$ cat config.mk
export PLATFORM = sky130hd
export DESIGN_NAME = dqcsr_bank
export DESIGN_NICKNAME = d
export VERILOG_FILES = /design/src/verilog/dqcsr_pkg.sv /design/src/verilog/dqcsr_bank.sv
export SDC_FILE = /design/constraint.sdc
export NUM_CORES = 1
export LEC_CHECK = 0
export BUFFER_PORTS_ARGS = -buffer_cell sky130_fd_sc_hd__buf_2
export CAP_MARGIN = 40
export CORE_ASPECT_RATIO = 0.6
export CORE_MARGIN = 2
export CORE_UTILIZATION = 30
export CTS_CLUSTER_SIZE = 20
export DETAILED_ROUTE_END_ITERATION = 8
export PLACE_DENSITY = 0.6
export SLEW_MARGIN = 10
export SYNTH_ARGS = -nofsm -noshare
export SYNTH_HDL_FRONTEND = slang
export SYNTH_SLANG_ARGS = --single-unit
export TNS_END_PERCENT = 50
$ cat constraint.sdc
create_clock -name clk_in -period 12.7 [get_ports clk_in]
set_clock_uncertainty 0.1 [all_clocks]
set_input_delay 2.54 -clock clk_in [delete_from_list [all_inputs] [get_ports clk_in]]
set_output_delay 2.54 -clock clk_in [all_outputs]
set_load 0.01 [all_outputs]
$ cat src/verilog/dqcsr_pkg.sv
`default_nettype none
package dqcsr_pkg;
    // Bank placement inside the relocatable register window
    localparam logic [31:0] BANK_OFS   = 32'h0002_8000;
    localparam int          WIN_LSB    = 19;
    localparam int          BANK_LSB   = 5;
    // Register offsets inside the bank
    localparam logic [4:0]  OFS_WIN    = 5'h00;
    localparam logic [4:0]  OFS_RST    = 5'h04;
    localparam logic [4:0]  OFS_DBASE  = 5'h0c;
    localparam logic [4:0]  OFS_CBASE  = 5'h10;
    localparam logic [4:0]  OFS_DEPTH  = 5'h14;
    localparam logic [4:0]  OFS_DIDX   = 5'h18;
    localparam logic [4:0]  OFS_CIDX   = 5'h1c;
    // Field positions
    localparam int          HOLD_BIT   = 31;
    localparam int          RST_BIT    = 0;
    localparam int          RBASE_LSB  = 12;
    localparam int          HI_LSB     = 16;
    // Values after reset
    localparam logic [12:0] WIN_RST    = 13'h0000;
    localparam logic [19:0] DBASE_RST  = 20'h00000;
    localparam logic [19:0] CBASE_RST  = 20'h00000;
    localparam logic [8:0]  DDEPTH_RST = 9'h100;
    localparam logic [8:0]  CDEPTH_RST = 9'h100;
    localparam logic [7:0]  IDX_RST    = 8'h00;

    // Register interface selected for the device
    typedef enum logic [1:0] {
        DQCSR_IF_APB   = 2'b00,
        DQCSR_IF_AHBL  = 2'b01,
        DQCSR_IF_OTHER = 2'b10
    } dqcsr_if_t;

    // Ring view handed to the core
    typedef struct packed {
        logic [19:0] base;
        logic [8:0]  depth;
        logic [7:0]  prod;
        logic [7:0]  cons;
        logic        empty;
        logic        full;
    } dqcsr_ring_t;
endpackage
`default_nettype wire

$ cat src/verilog/dqcsr_bank.sv
// Function
// - Bank decoded over the APB register bus at 0x28000 above the window base.
// - Window base holds upper 13 bits of a 512 KiB aligned window.
// - Window base only affects decoding for APB or AHB-Lite interfaces.
// - Hold clear: writing 1 pulses soft reset for exactly one cycle.
// - Hold set: soft reset stays asserted until software writes 0.
// - Soft reset only reaches application logic, never the serial link.
// - Descriptor ring base holds upper 20 bits, low 12 bits read zero.
// - Status ring base holds upper 20 bits, low 12 bits read zero.
// - Status depth is 9 bits at 24:16; software uses 2 to 256.
// - Descriptor depth is 9 bits at 8:0; software uses 2 to 256.
// - Device advances the 8-bit descriptor fetch index on each fetch.
// - Fetch index wraps to zero after depth minus one.
// - Equal indices mean descriptor ring empty; no fetch then.
// - Post index one behind fetch index means descriptor ring full.
// - Device advances the status post index after each status write unless the status ring is full.
// - Status post index wraps to zero after depth minus one.
// - Update flags pulse when fetch index or status post index changes.
`timescale 1ns/1ps
`default_nettype none
module dqcsr_bank (
    // Clock and bus reset
    input  wire logic                 clk_in,
    input  wire logic                 rst_in,
    // Register interface kind strap
    input  wire dqcsr_pkg::dqcsr_if_t reg_if_kind_in,
    // APB slave
    input  wire logic [31:0]          paddr_in,
    input  wire logic                 psel_in,
    input  wire logic                 penable_in,
    input  wire logic                 pwrite_in,
    input  wire logic [31:0]          pwdata_in,
    input  wire logic [3:0]           pstrb_in,
    output logic [31:0]               prdata_out,
    output logic                      pready_out,
    output logic                      pslverr_out,
    // Core ring events
    input  wire logic                 desc_fetch_in,
    input  wire logic                 stat_post_in,
    output logic                      desc_updated_out,
    output logic                      stat_updated_out,
    output dqcsr_pkg::dqcsr_ring_t    desc_ring_out,
    output dqcsr_pkg::dqcsr_ring_t    stat_ring_out,
    // Window and soft reset
    output logic [12:0]               win_base_out,
    output logic                      soft_rst_out
);
    logic [12:0] win_base;
    logic        hold_rst;
    logic        soft_rst;
    logic [19:0] dbase;
    logic [19:0] cbase;
    logic [8:0]  ddepth;
    logic [8:0]  cdepth;
    logic [7:0]  dfetch;
    logic [7:0]  dpost;
    logic [7:0]  cpost;
    logic [7:0]  ccons;
    logic [31:0] wmask;
    logic [31:0] next_rdata;
    logic        next_err;
    logic        win_hit;
    logic        bank_hit;
    logic        mapped;
    logic        wr;
    logic [4:0]  ofs;
    logic        d_empty;
    logic        d_full;
    logic        c_empty;
    logic        c_full;
    logic [7:0]  d_next;
    logic [7:0]  c_next;
    logic [7:0]  dp_next;
    logic        d_moved;
    logic        c_moved;

    // Advance an index, wrapping after depth minus one
    function automatic logic [7:0] step(input logic [7:0] idx, input logic [8:0] depth);
        if ({1'b0, idx} == depth - 9'h001)
            return 8'h00;
        else
            return idx + 8'h01;
    endfunction

    // Byte lanes from the write strobes
    generate
        for (genvar i = 0; i < 4; i++)
        begin : g_lane
            assign wmask[8*i +: 8] = {8{pstrb_in[i]}};
        end
    endgenerate

    assign win_hit = (reg_if_kind_in == dqcsr_pkg::DQCSR_IF_OTHER) ||
                     (paddr_in[31:dqcsr_pkg::WIN_LSB] == win_base);
    assign bank_hit = paddr_in[dqcsr_pkg::WIN_LSB-1:dqcsr_pkg::BANK_LSB] ==
                      dqcsr_pkg::BANK_OFS[dqcsr_pkg::WIN_LSB-1:dqcsr_pkg::BANK_LSB];
    assign ofs = paddr_in[4:0];
    assign mapped = win_hit && bank_hit && (ofs == dqcsr_pkg::OFS_WIN ||
                    ofs == dqcsr_pkg::OFS_RST || ofs == dqcsr_pkg::OFS_DBASE ||
                    ofs == dqcsr_pkg::OFS_CBASE || ofs == dqcsr_pkg::OFS_DEPTH ||
                    ofs == dqcsr_pkg::OFS_DIDX || ofs == dqcsr_pkg::OFS_CIDX);
    assign wr = psel_in && penable_in && pwrite_in && mapped;
    // Zero wait states: every access completes in its first access cycle
    assign pready_out = 1'b1;

    // read mux, reserved ranges as zero
    always_comb
    begin
        next_rdata = 32'h0000_0000;
        case (ofs)
            dqcsr_pkg::OFS_WIN:   next_rdata = {win_base, 19'h00000};
            dqcsr_pkg::OFS_RST:   next_rdata = {hold_rst, 30'h0000_0000, soft_rst};
            dqcsr_pkg::OFS_DBASE: next_rdata = {dbase, 12'h000};
            dqcsr_pkg::OFS_CBASE: next_rdata = {cbase, 12'h000};
            dqcsr_pkg::OFS_DEPTH: next_rdata = {7'h00, cdepth, 7'h00, ddepth};
            dqcsr_pkg::OFS_DIDX:  next_rdata = {8'h00, dfetch, 8'h00, dpost};
            dqcsr_pkg::OFS_CIDX:  next_rdata = {8'h00, cpost, 8'h00, ccons};
            default:              next_rdata = 32'h0000_0000;
        endcase
        if (!mapped)
            next_rdata = 32'h0000_0000;
        next_err = !mapped;
    end

    // Read data and error are captured in the setup phase
    always_ff @(posedge clk_in or posedge rst_in)
    begin
        if (rst_in)
        begin
            prdata_out  <= 32'h0000_0000;
            pslverr_out <= 1'b0;
        end
        else if (psel_in && !penable_in)
        begin
            prdata_out  <= pwrite_in ? 32'h0000_0000 : next_rdata;
            pslverr_out <= next_err;
        end
        else if (!psel_in)
        begin
            pslverr_out <= 1'b0;
        end
    end

    // window base, upper 13 bits only
    always_ff @(posedge clk_in or posedge rst_in)
    begin
        if (rst_in)
            win_base <= dqcsr_pkg::WIN_RST;
        else if (wr && ofs == dqcsr_pkg::OFS_WIN)
            win_base <= (win_base & ~wmask[31:19]) | (pwdata_in[31:19] & wmask[31:19]);
    end
    assign win_base_out = win_base;

    // soft reset; hold value taken from the same write
    // drives application logic only, the link is never touched here
    always_ff @(posedge clk_in or posedge rst_in)
    begin
        if (rst_in)
        begin
            hold_rst <= 1'b0;
            soft_rst <= 1'b0;
        end
        else if (wr && ofs == dqcsr_pkg::OFS_RST)
        begin
            if (pstrb_in[3])
                hold_rst <= pwdata_in[dqcsr_pkg::HOLD_BIT];
            if (pstrb_in[0])
                soft_rst <= pwdata_in[dqcsr_pkg::RST_BIT];
            else if (!hold_rst)
                soft_rst <= 1'b0;
        end
        else if (!hold_rst)
        begin
            soft_rst <= 1'b0;
        end
    end
    assign soft_rst_out = soft_rst;

    always_ff @(posedge clk_in or posedge rst_in)
    begin
        if (rst_in)
        begin
            dbase <= dqcsr_pkg::DBASE_RST;
            cbase <= dqcsr_pkg::CBASE_RST;
        end
        else
        begin
            if (wr && ofs == dqcsr_pkg::OFS_DBASE)
                dbase <= (dbase & ~wmask[31:12]) | (pwdata_in[31:12] & wmask[31:12]);
            if (wr && ofs == dqcsr_pkg::OFS_CBASE)
                cbase <= (cbase & ~wmask[31:12]) | (pwdata_in[31:12] & wmask[31:12]);
        end
    end

    // ring depths; values outside 2..256 are software's fault
    always_ff @(posedge clk_in or posedge rst_in)
    begin
        if (rst_in)
        begin
            ddepth <= dqcsr_pkg::DDEPTH_RST;
            cdepth <= dqcsr_pkg::CDEPTH_RST;
        end
        else if (wr && ofs == dqcsr_pkg::OFS_DEPTH)
        begin
            ddepth <= (ddepth & ~wmask[8:0]) | (pwdata_in[8:0] & wmask[8:0]);
            cdepth <= (cdepth & ~wmask[24:16]) | (pwdata_in[24:16] & wmask[24:16]);
        end
    end

    // Ring conditions
    assign d_next  = step(dfetch, ddepth);
    assign c_next  = step(cpost, cdepth);
    assign dp_next = step(dpost, ddepth);
    assign d_empty = dfetch == dpost;
    // full when post is one behind fetch
    assign d_full  = dp_next == dfetch;
    assign c_empty = cpost == ccons;
    assign c_full  = c_next == ccons;

    // post index written by the master as given
    always_ff @(posedge clk_in or posedge rst_in)
    begin
        if (rst_in)
            dpost <= dqcsr_pkg::IDX_RST;
        else if (wr && ofs == dqcsr_pkg::OFS_DIDX && pstrb_in[0])
            dpost <= pwdata_in[7:0];
    end

    // consume index written by the master
    always_ff @(posedge clk_in or posedge rst_in)
    begin
        if (rst_in)
            ccons <= dqcsr_pkg::IDX_RST;
        else if (wr && ofs == dqcsr_pkg::OFS_CIDX && pstrb_in[0])
            ccons <= pwdata_in[7:0];
    end

    // fetch index; a fetch on an empty ring is dropped
    always_ff @(posedge clk_in or posedge rst_in)
    begin
        if (rst_in)
            dfetch <= dqcsr_pkg::IDX_RST;
        else if (desc_fetch_in && !d_empty)
            dfetch <= d_next;
    end

    // status post index; a full ring holds it still
    always_ff @(posedge clk_in or posedge rst_in)
    begin
        if (rst_in)
            cpost <= dqcsr_pkg::IDX_RST;
        else if (stat_post_in && !c_full)
            cpost <= c_next;
    end

    // update flags, one cycle after the index moved; a staging flop keeps them plain logic
    always_ff @(posedge clk_in or posedge rst_in)
    begin
        if (rst_in)
        begin
            d_moved          <= 1'b0;
            c_moved          <= 1'b0;
            desc_updated_out <= 1'b0;
            stat_updated_out <= 1'b0;
        end
        else
        begin
            d_moved          <= desc_fetch_in && !d_empty;
            c_moved          <= stat_post_in && !c_full;
            desc_updated_out <= d_moved;
            stat_updated_out <= c_moved;
        end
    end

    // Ring views for the core
    assign desc_ring_out = '{base: dbase, depth: ddepth, prod: dpost, cons: dfetch,
                             empty: d_empty, full: d_full};
    assign stat_ring_out = '{base: cbase, depth: cdepth, prod: cpost, cons: ccons,
                             empty: c_empty, full: c_full};
endmodule
`default_nettype wire

==> summary.txt, run 1 <==
Layout
  • Most common cell after layout, fill and taps aside: buf_2
  • Layout fillers: 2605
  • Most frequent cells in the layout: buf_2, dfrtp_1, mux2_2, nand2_1, o21ai_0
  • Nets: 1015
  • Post-layout util: 38.3%
  • Area grow syn2layout: 24.8%
  • Finished Layout Cells: 1300
  • Layout cell share with drive strength beyond 1: 39.4%

Worst setup path
  • Critical path endpoint category: output pin
  • CP Cell Sequence: inv_1 -> ha_1 -> or4b_4 -> o21ai_0 -> a21oi_1 -> or2_0 -> a2111o_1 -> a32oi_4 -> and2_2 -> buf_2
  • Slowest Stage Delay on Critical Path: 0.49 ns
  • Critical Path Stages: 10
  • CP Data Required Time: 10.06 ns
  • Crit-path leading delay family: compound AO/OA/AOI/OAI gates
  • WP buf/inv: 2
  • WS Path Type: reg2out
  • Path depth of the worst reg2reg path: 10
  • Crit-path max FO: 7
  • Crit-path slowest cell: dfrtp_1
  • Worst reg-to-reg setup slack: 9.22 ns
  • Critical Path AT: 3.55 ns
  • Setup crit start kind: flip-flop

Timing
  • Post-layout min period: 6.19 ns
  • Slew @ Worst Pin: 0.848 ns
  • Setup TNS: 0 ns
  • Fin. Hold Viols: 0
  • RSZ-0062 raised after global routing: no
  • Final period util: 48.8%
  • Fmax achieved: 161 MHz
  • Setup violations, final: 0
  • Relative slew slack: 43.1%
  • Final max-slew violation count: 0

Job
  • Max Cap Violations: 0

Power
  • NetSw: 0.435 mW
  • Power Density: 130 mW/mm²
  • Leakage: 4.83 nW
  • Switching part of the total: 34.4%
  • Maximum VDD drop: 0.0841 mV
  • Combinational share of power: 20.7%
  • Clock network fraction of total power: 38.1%
  • Pint: 0.831 mW
  • Sequential power share: 41.2%

Global route
  • Total GRT Usage: 20.3%
  • Global route overflow: 0
  • Largest net degree at the start of global routing: 71
  • Vias in the first global route: 6349
  • First-pass GRT wire length: 40700 µm
  • Initial antenna violation count: 2

Yosys
  • Sequential-to-total area share from yosys stat: 44.5%
  • Number of synthesized flops with an enable pin: 0
  • Warnings from Yosys: 0
  • Synth Area in Compound Gates: 13.0%
  • Mapped Cells: 748
  • Asr flop ratio synth: 100%
  • Share of the synthesized area in the top cell type: 43.9%
  • Post-synthesis cell type count: 70
  • Adder-cell area share of the yosys netlist: 0.801%
  • FF+latch count, synth: 139
  • Mean Syn Cell Area: 10.4 µm²
  • Synth Cell Area: 0.00781 mm²
  • Fraction of the mapped netlist area in simple logic gates: 13.5%
  • XOR/XNOR Fraction of Synth Area: 8.84%
  • Post-synthesis mux area share: 14.7%
  • Top FF cell, synth: dfrtp_1
  • Synth area leader: dfrtp_1
  • Synth top area cells: dfrtp_1, mux2_2, xnor2_1
  • Largest family of logic cells by synthesized area: multiplexers

Drt
  • Initial drt markers: 574
  • WL per Instance: 21.0 µm
  • Drt via density: 5.13
  • Via count: 6664
  • First drt pass iteration count: 7
  • Routed Wire Length: 27300 µm
  • DRC viols: 0
  • Antenna Nets Post-Route: 0

Floorplan
  • Core Area: 0.0254 mm²
  • Die ar.: 0.0274 mm²
  • I/O Pins: 221
  • Die Ht: 129 µm
  • Row count: 45
  • Initial Util: 30.7%
  • Die X: 212 µm

Run status
  • Run status: finished, final reports clean

Worst hold path
  • Worst Hold Depth: 0
  • Tightest Hold Check Type: reg2reg

Placed design
  • Placed cells: 1266
  • DP HPWL: 20600 µm
  • Port Buf Inserts: 213
  • GP Congestion: 0.868

Clock tree
  • Clock-pin slew on the worst setup and hold paths: 0.07 ns
  • Hold-fix buffers at CTS: 0
  • Htree depth: 4
  • Root buffer cell: clkbuf_16
  • PostCTS Resize Cnt: 0
  • Clk_lat worst skew: 0.43 ns
  • TritonCTS Buffers: 17
  • CTS tree: yes
  • # clock sinks: 139
  • Clock tree buffer depth: 2
  • Postcts setup bufs: 0
==> power groups by stage <==
stage          sequential [mW]  clock, mW  combinational [mW]
2_1_floorplan            0.492          0               0.209
3_3_place_gp             0.529          0               0.254
3_5_place_dp             0.529          0               0.260
4_1_cts                  0.521      0.494               0.261
5_1_grt                  0.527      0.513               0.291
6_report                 0.522      0.482               0.262
==> cell families (layout without fill, tap and decap cells) <==
| group | count (synthesis) | after routing |
|---|---|---|
| other | 2 | 6 |
| flip-flops | 139 | 139 |
| XOR/XNOR | 74 | 74 |
| multiplexers | 102 | 102 |
| AO/OA/AOI/OAI | 145 | 145 |
| buffers and inverters | 81 | 277 |
| AND/OR/NAND/NOR | 200 | 200 |
| adder cells (fa/ha/maj) | 5 | 5 |
==> cells in the mapped netlist (4+ instances only) <==
master,count
dfrtp_1,137
mux2_2,92
nand2_1,57
o21ai_0,52
clkbuf_1,47
xnor2_1,44
nor2_1,30
xor2_1,27
nand3_1,25
a21oi_1,23
inv_1,20
a22oi_1,17
nor3_1,14
nor4_1,14
a222oi_1,11
and3_1,11
nand2b_1,10
buf_4,8
mux2i_1,7
a21o_1,5
ha_1,5
nand4_1,5
and2_1,4
nor2b_1,4
o211ai_1,4
o2bb2ai_1,4
or4_1,4
==> final timing paths <==
path	endpoint	startpoint
worst min register to register	desc_updated_out	d_moved
max in group asynchronous	prdata_out[22]	rst_in
worst max register to register	cpost[7]	flip-flop
worst max-delay path	stat_ring_out[0]	flip-flop
min in group asynchronous	async pin	rst_in
worst min-delay path	desc_updated_out	d_moved
==> layout make-up <==
cell class	instances	area (µm²)	share of cell area [%]
inverter	20	80.1	0.821
tap	352	440	4.52
timing repair buffer	225	1180	12.1
antenna	2	5.00	0.0513
clock inverter	15	131	1.35
sequential	139	3480	35.7
multi-input combinational	530	4010	41.1
clock buffer	17	425	4.36
==> through the flow <==
stage | hold WS, ns | cell area, µm² | total power [mW] | setup slack [ns]
floorplan | 0.231 | 7820 | 0.701 | 6.34
global placement | 0.237 | 9140 | 0.782 | 7.05
detailed placement | 0.236 | 9190 | 0.789 | 7.01
CTS | 0.270 | 9740 | 1.28 | 6.53
global route | 0.273 | 9750 | 1.33 | 6.33
finish | 0.263 | 9750 | 1.27 | 6.51
==> worst register-to-register path, stage by stage, from the launching register on <==
cell,delay [ns]
dfrtp_1,0.49
inv_1,0.10
ha_1,0.22
or4b_4,0.48
o21ai_0,0.19
a21oi_1,0.12
or2_0,0.39
a2111o_1,0.48
a32oi_4,0.33
a21oi_4,0.16
mux2_4,0.32
==> layer usage <==
metal	GRT usage [%]	wire length, µm	up-vias
met4	4.36	248	0
met1	32.1	13900	3323
met2	27.3	11100	259
met3	4.82	2090	18
li1	-	-	3064
met5	0	0	-
(Power assumes the default switching activity.)
==> run 2: changes to the inputs <==
- ABC_AREA: default -> 1
- clock period: 12.7 -> 6.3 ns (I/O delays scaled with it)
==> summary.txt, run 2 <==
Worst hold path
  • Worst Hold Depth: 0
  • Tightest Hold Check Type: reg2reg

Floorplan
  • Die X: 212 µm
  • Core Area: 0.0254 mm²
  • Die ar.: 0.0274 mm²
  • Row count: 45
  • Die Ht: 129 µm
  • I/O Pins: 221
  • Initial Util: 30.7%

Timing
  • Relative slew slack: 43.8%
  • Setup TNS: 0 ns
  • Post-layout min period: 4.16 ns
  • Setup violations, final: 0
  • Slew @ Worst Pin: 0.841 ns
  • Fin Hold WS: 0.254 ns
  • Final period util: 66.0%
  • Worst Slack Setup Final: 2.14 ns
  • RSZ-0062 raised after global routing: no
  • Final max-slew violation count: 0
  • Fmax achieved: 240 MHz
  • Fin. Hold Viols: 0

Placed design
  • GP Congestion: 0.911
  • DP HPWL: 21400 µm
  • Area after DPL: 0.00921 mm²
  • Worst setup slack after placement: 2.12 ns
  • Placed cells: 1559
  • Port Buf Inserts: 213

Power
  • Power Density: 245 mW/mm²
  • Pint: 1.63 mW
  • Sequential power share: 41.7%
  • Maximum VDD drop: 0.172 mV
  • Clock network fraction of total power: 40.8%
  • Leakage: 5.07 nW
  • Combinational share of power: 17.5%
  • Switching part of the total: 32.1%
  • NetSw: 0.768 mW

Layout
  • Area grow syn2layout: 25.1%
  • Layout fillers: 2715
  • Layout cell share with drive strength beyond 1: 23.1%
  • Most common cell after layout, fill and taps aside: nand2_1
  • Nets: 1308
  • Diodes inserted: 0
  • Most frequent cells in the layout: nand2_1, buf_2, dfrtp_1, o21ai_0, inv_1
  • Final Cell Area: 0.00977 mm²
  • Sequential cell area: 0.00348 mm²
  • Finished Layout Cells: 1591
  • Multi-input logic area: 0.00362 mm²

Global route
  • Global route overflow: 0
  • Total GRT Usage: 20.9%
  • Largest net degree at the start of global routing: 82
  • Vias in the first global route: 7224
  • First-pass GRT wire length: 43000 µm
  • Initial antenna violation count: 0

Worst setup path
  • Crit-path max FO: 10
  • Critical Path AT: 2.80 ns
  • WS Path Type: reg2out
  • End of the critical path: stat_ring_out[0]
  • Worst reg-to-reg setup slack: 2.91 ns
  • Setup crit start kind: flip-flop
  • Path depth of the worst reg2reg path: 8
  • Critical path endpoint category: output pin
  • CP Data Required Time: 4.94 ns

Clock tree
  • PostCTS Resize Cnt: 0
  • Postcts setup bufs: 0
  • Clk_lat worst skew: 0.43 ns
  • Clock tree buffer depth: 2
  • Root buffer cell: clkbuf_16
  • TritonCTS Buffers: 17
  • Htree depth: 4
  • CTS tree: yes
  • # clock sinks: 139
  • Clock-pin slew on the worst setup and hold paths: 0.06 ns
  • Hold-fix buffers at CTS: 0

Yosys
  • Top-count cell post-synth: nand2_1
  • Mean Syn Cell Area: 7.65 µm²
  • FF+latch count, synth: 139
  • Synth top area cells: dfrtp_1, nand2_1, o21ai_0
  • Share of the synthesized area in the top cell type: 43.9%
  • Mapped Cells: 1022
  • Top FF cell, synth: dfrtp_1
  • Asr flop ratio synth: 100%
  • Top post-synthesis cells by count: nand2_1, dfrtp_1, o21ai_0, inv_1, nor2_1
  • Synth Cell Area: 0.00781 mm²
  • Sequential-to-total area share from yosys stat: 44.5%
  • Post-synthesis cell type count: 46
  • Synth area leader: dfrtp_1
  • Warnings from Yosys: 0
  • Number of synthesized flops with an enable pin: 0

Drt
  • Initial drt markers: 807
  • Routed Wire Length: 27800 µm
  • Drt via density: 4.83
  • Antenna Nets Post-Route: 0
  • First drt pass iteration count: 5
  • DRC viols: 0
  • WL per Instance: 17.4 µm
  • Via count: 7680

Run status
  • Run status: finished, final reports clean

Job
  • Max Cap Violations: 0
-- run 2: cell types whose count changed after synthesis, sizes merged, moves of 18 or more --
cell    before  now
nand2       58  290
o22ai        2   24
o21ai       54  135
nand3       25   45
a22oi       18    0
inv         20  129
clkbuf      47   20
nor2        31   86
xnor2       44    4
mux2        95    0
-- run 2: cells by family (layout without fill, tap and decap cells) --
logic type / count (synthesis) / count (layout) / synth area share (%)
XOR/XNOR: 48 / 48 / 5.38
AND/OR/NAND/NOR: 455 / 455 / 25.2
other: 2 / 4 / 0.0961
AO/OA/AOI/OAI: 202 / 202 / 14.7
flip-flops: 139 / 139 / 44.5
buffers and inverters: 171 / 386 / 9.25
adder cells (fa/ha/maj): 5 / 5 / 0.801
-- run 2: routing by layer --
layer	track usage, %	routed length, µm	vias to the layer above
met4	5.47	409	0
met5	0	0	-
met1	32.4	13900	3674
li1	-	-	3717
met2	28.7	11300	266
met3	4.63	2150	23
-- run 2: area by class of cell --
type                    instances  area share, %
multi-input cells             714           37.0
flip-flops and latches        139           35.6
repair buffers                221           11.9
inverters                     133           5.16
clock buffers                  19           4.53
well taps                     352           4.51
clock inverters                13           1.24
-- run 2: per-stage QoR --
stage | power (mW) | utilization [%]
2_1_floorplan | 1.26 | -
3_3_place_gp | 1.42 | 35.9
3_5_place_dp | 1.43 | 36.2
4_1_cts | 2.41 | 38.4
5_1_grt | 2.52 | 38.4
6_report | 2.40 | 38.4
-- run 2: how the worst min path moves through the flow --
stage / start / to
2_1_floorplan: d_moved / desc_updated_out
3_3_place_gp: d_moved / desc_updated_out
3_5_place_dp: c_moved / stat_updated_out
4_1_cts: c_moved / stat_updated_out
5_1_grt: c_moved / stat_updated_out
6_report: c_moved / stat_updated_out
-- run 2: critical path, stage by stage (launching register included) --
cell	delay (ns)
dfrtp_1	0.42
inv_1	0.16
ha_1	0.27
nand2_1	0.16
nor2_1	0.18
nor2_1	0.07
nor2_2	0.11
nand2_2	0.11
o21ai_0	0.26
nand2_1	0.09
nand2_1	0.07
inv_1	0.04
nand2_1	0.06
nor2_2	0.05
nand2_4	0.12
inv_1	0.05
buf_2	0.13
-- run 2: power groups by stage --
stage	Sequential (mW)	Combinational, mW	Clock (mW)
2_1_floorplan	1.00	0.257	0
3_3_place_gp	1.01	0.408	0
3_5_place_dp	1.01	0.416	0
4_1_cts	0.998	0.418	0.998
5_1_grt	1.01	0.476	1.03
6_report	0.999	0.419	0.977
==> run 3: changes to the inputs <==
- ABC_AREA: 1 -> 0
- PLACE_DENSITY: 0.6 -> 0.62
- clock period: 6.3 -> 3.8 ns (I/O delays scaled with it)
==> summary.txt, run 3 (synthesis results as in run 1) <==
Run status
  • Run status: finished, violations left
  • Violated checks: setup timing

Floorplan
  • Die X: 212 µm
  • Core Area: 0.0254 mm²
  • Row count: 45
  • I/O Pins: 221
  • Die ar.: 0.0274 mm²
  • Die Ht: 129 µm
  • Initial Util: 30.7%

Worst setup path
  • Setup crit start kind: flip-flop
  • CP Cell Sequence: buf_6 -> or3_4 -> xor2_1 -> o211ai_1 -> a2111oi_4 -> buf_4 -> a2111o_1 -> a32oi_4 -> and2_4 -> buf_6
  • Critical Path AT: 3.05 ns
  • Crit-path leading delay family: compound AO/OA/AOI/OAI gates
  • WS Path Type: reg2out
  • Crit-path slowest cell: dfrtp_1
  • CP Data Required Time: 2.94 ns
  • Crit-path max FO: 6
  • Slowest Stage Delay on Critical Path: 0.43 ns
  • WP buf/inv: 3
  • Critical path endpoint category: output pin
  • Most Frequent Cell on Critical Path: buf_6

Power
  • Leakage: 5.09 nW
  • Overall power: 4.45 mW
  • Maximum VDD drop: 0.296 mV
  • Power Density: 437 mW/mm²

Clock tree
  • Clock-pin slew on the worst setup and hold paths: 0.06 ns
  • Htree depth: 4
  • # clock sinks: 139
  • CTS tree: yes
  • Hold-fix buffers at CTS: 0
  • TritonCTS Buffers: 17
  • Clk_lat worst skew: 0.43 ns
  • Root buffer cell: clkbuf_16
  • Clock tree buffer depth: 2

Global route
  • Vias in the first global route: 6665
  • Largest net degree at the start of global routing: 71
  • Total GRT Usage: 20.9%
  • Global route overflow: 0
  • Initial antenna violation count: 1
  • First-pass GRT wire length: 42400 µm

Job
  • Max Cap Violations: 0

Layout
  • Most common cell after layout, fill and taps aside: buf_2
  • Most frequent cells in the layout: buf_2, dfrtp_1, mux2_2, nand2_1, o21ai_0
  • Area grow syn2layout: 30.3%
  • Layout cell share with drive strength beyond 1: 43.5%
  • Final Cell Area: 0.0102 mm²
  • Finished Layout Cells: 1334
  • Nets: 1049

Drt
  • Initial drt markers: 547
  • First drt pass iteration count: 5
  • Via count: 6869
  • Routed Wire Length: 28400 µm
  • Drt via density: 5.15
  • Antenna Nets Post-Route: 0
  • DRC viols: 0
  • WL per Instance: 21.3 µm

Placed design
  • Worst setup slack after placement: 0.109 ns
  • Port Buf Inserts: 213
  • GP Congestion: 0.899
  • Area after DPL: 0.00936 mm²
  • DP HPWL: 21400 µm
  • Placed cells: 1290

Timing
  • Relative slew slack: 50.0%
  • Final period util: 103%
  • Final max-slew violation count: 0
  • Post-layout min period: 3.91 ns
  • Fin. Hold Viols: 0
  • Worst Slack Setup Final: -0.114 ns
  • Setup violations, final: 1
  • RSZ-0062 raised after global routing: yes
  • Slew @ Worst Pin: 0.751 ns
  • Fmax achieved: 255 MHz

Worst hold path
  • Tightest Hold Check Type: reg2reg
==> run 3: metrics by stage <==
step | hold slack (ns) | setup TNS, ns | utilization [%]
2_1_floorplan | 0.231 | 0 | -
3_3_place_gp | 0.238 | 0 | 36.8
3_5_place_dp | 0.238 | 0 | 36.8
4_1_cts | 0.254 | -0.0789 | 39.6
5_1_grt | 0.263 | -0.252 | 40.0
6_report | 0.255 | -0.114 | 40.0
==> run 3: cell type report <==
cell class              count  area, µm²
flip-flops and latches    139       3490
repair buffers            259       1440
multi-input cells         530       4110
clock buffers              20        467
inverters                  20       78.8
well taps                 352        440
clock inverters            12        161
fillers                  2553      15300
diodes                      2       5.00
==> run 3: worst paths after layout <==
| check | startpoint | end | slack, ns | cells past startpoint |
|---|---|---|---|---|
| max | flip-flop | stat_ring_out[0] | -0.11 | 10 |
| min | c_moved | stat_updated_out | 0.26 | 0 |
| max reg2reg | flip-flop | cpost[0] | 0.48 | 13 |
| min reg2reg | c_moved | stat_updated_out | 0.26 | 0 |
| max in group asynchronous | rst_in | async pin | 2.45 | 3 |
| min in group asynchronous | rst_in | ccons[6] | 0.32 | 2 |
==> run 3: what timing repair did <==
item | CTS | global route
gates resized for setup | 10 | 19
endpoints found under the setup margin | 2 | 2
pin swaps | 5 | 8
buffers inserted | 7 | 3
==> run 3: per-layer routing <==
layer	GRT usage (%)	vias to the layer above	routed length, µm	part of all wire (%)
met5	0	-	0	0
li1	-	3137	-	-
met3	5.07	18	2250	7.9
met4	4.07	0	222	0.78
met1	32.2	3447	14100	50
met2	29.5	267	11800	42
==> run 3: where the power goes <==
part / switching, mW / total [mW] / internal (mW)
logic: 0.539 / 0.956 / 0.417
registers: 0.182 / 1.73 / 1.55
clock network: 0.680 / 1.77 / 1.09
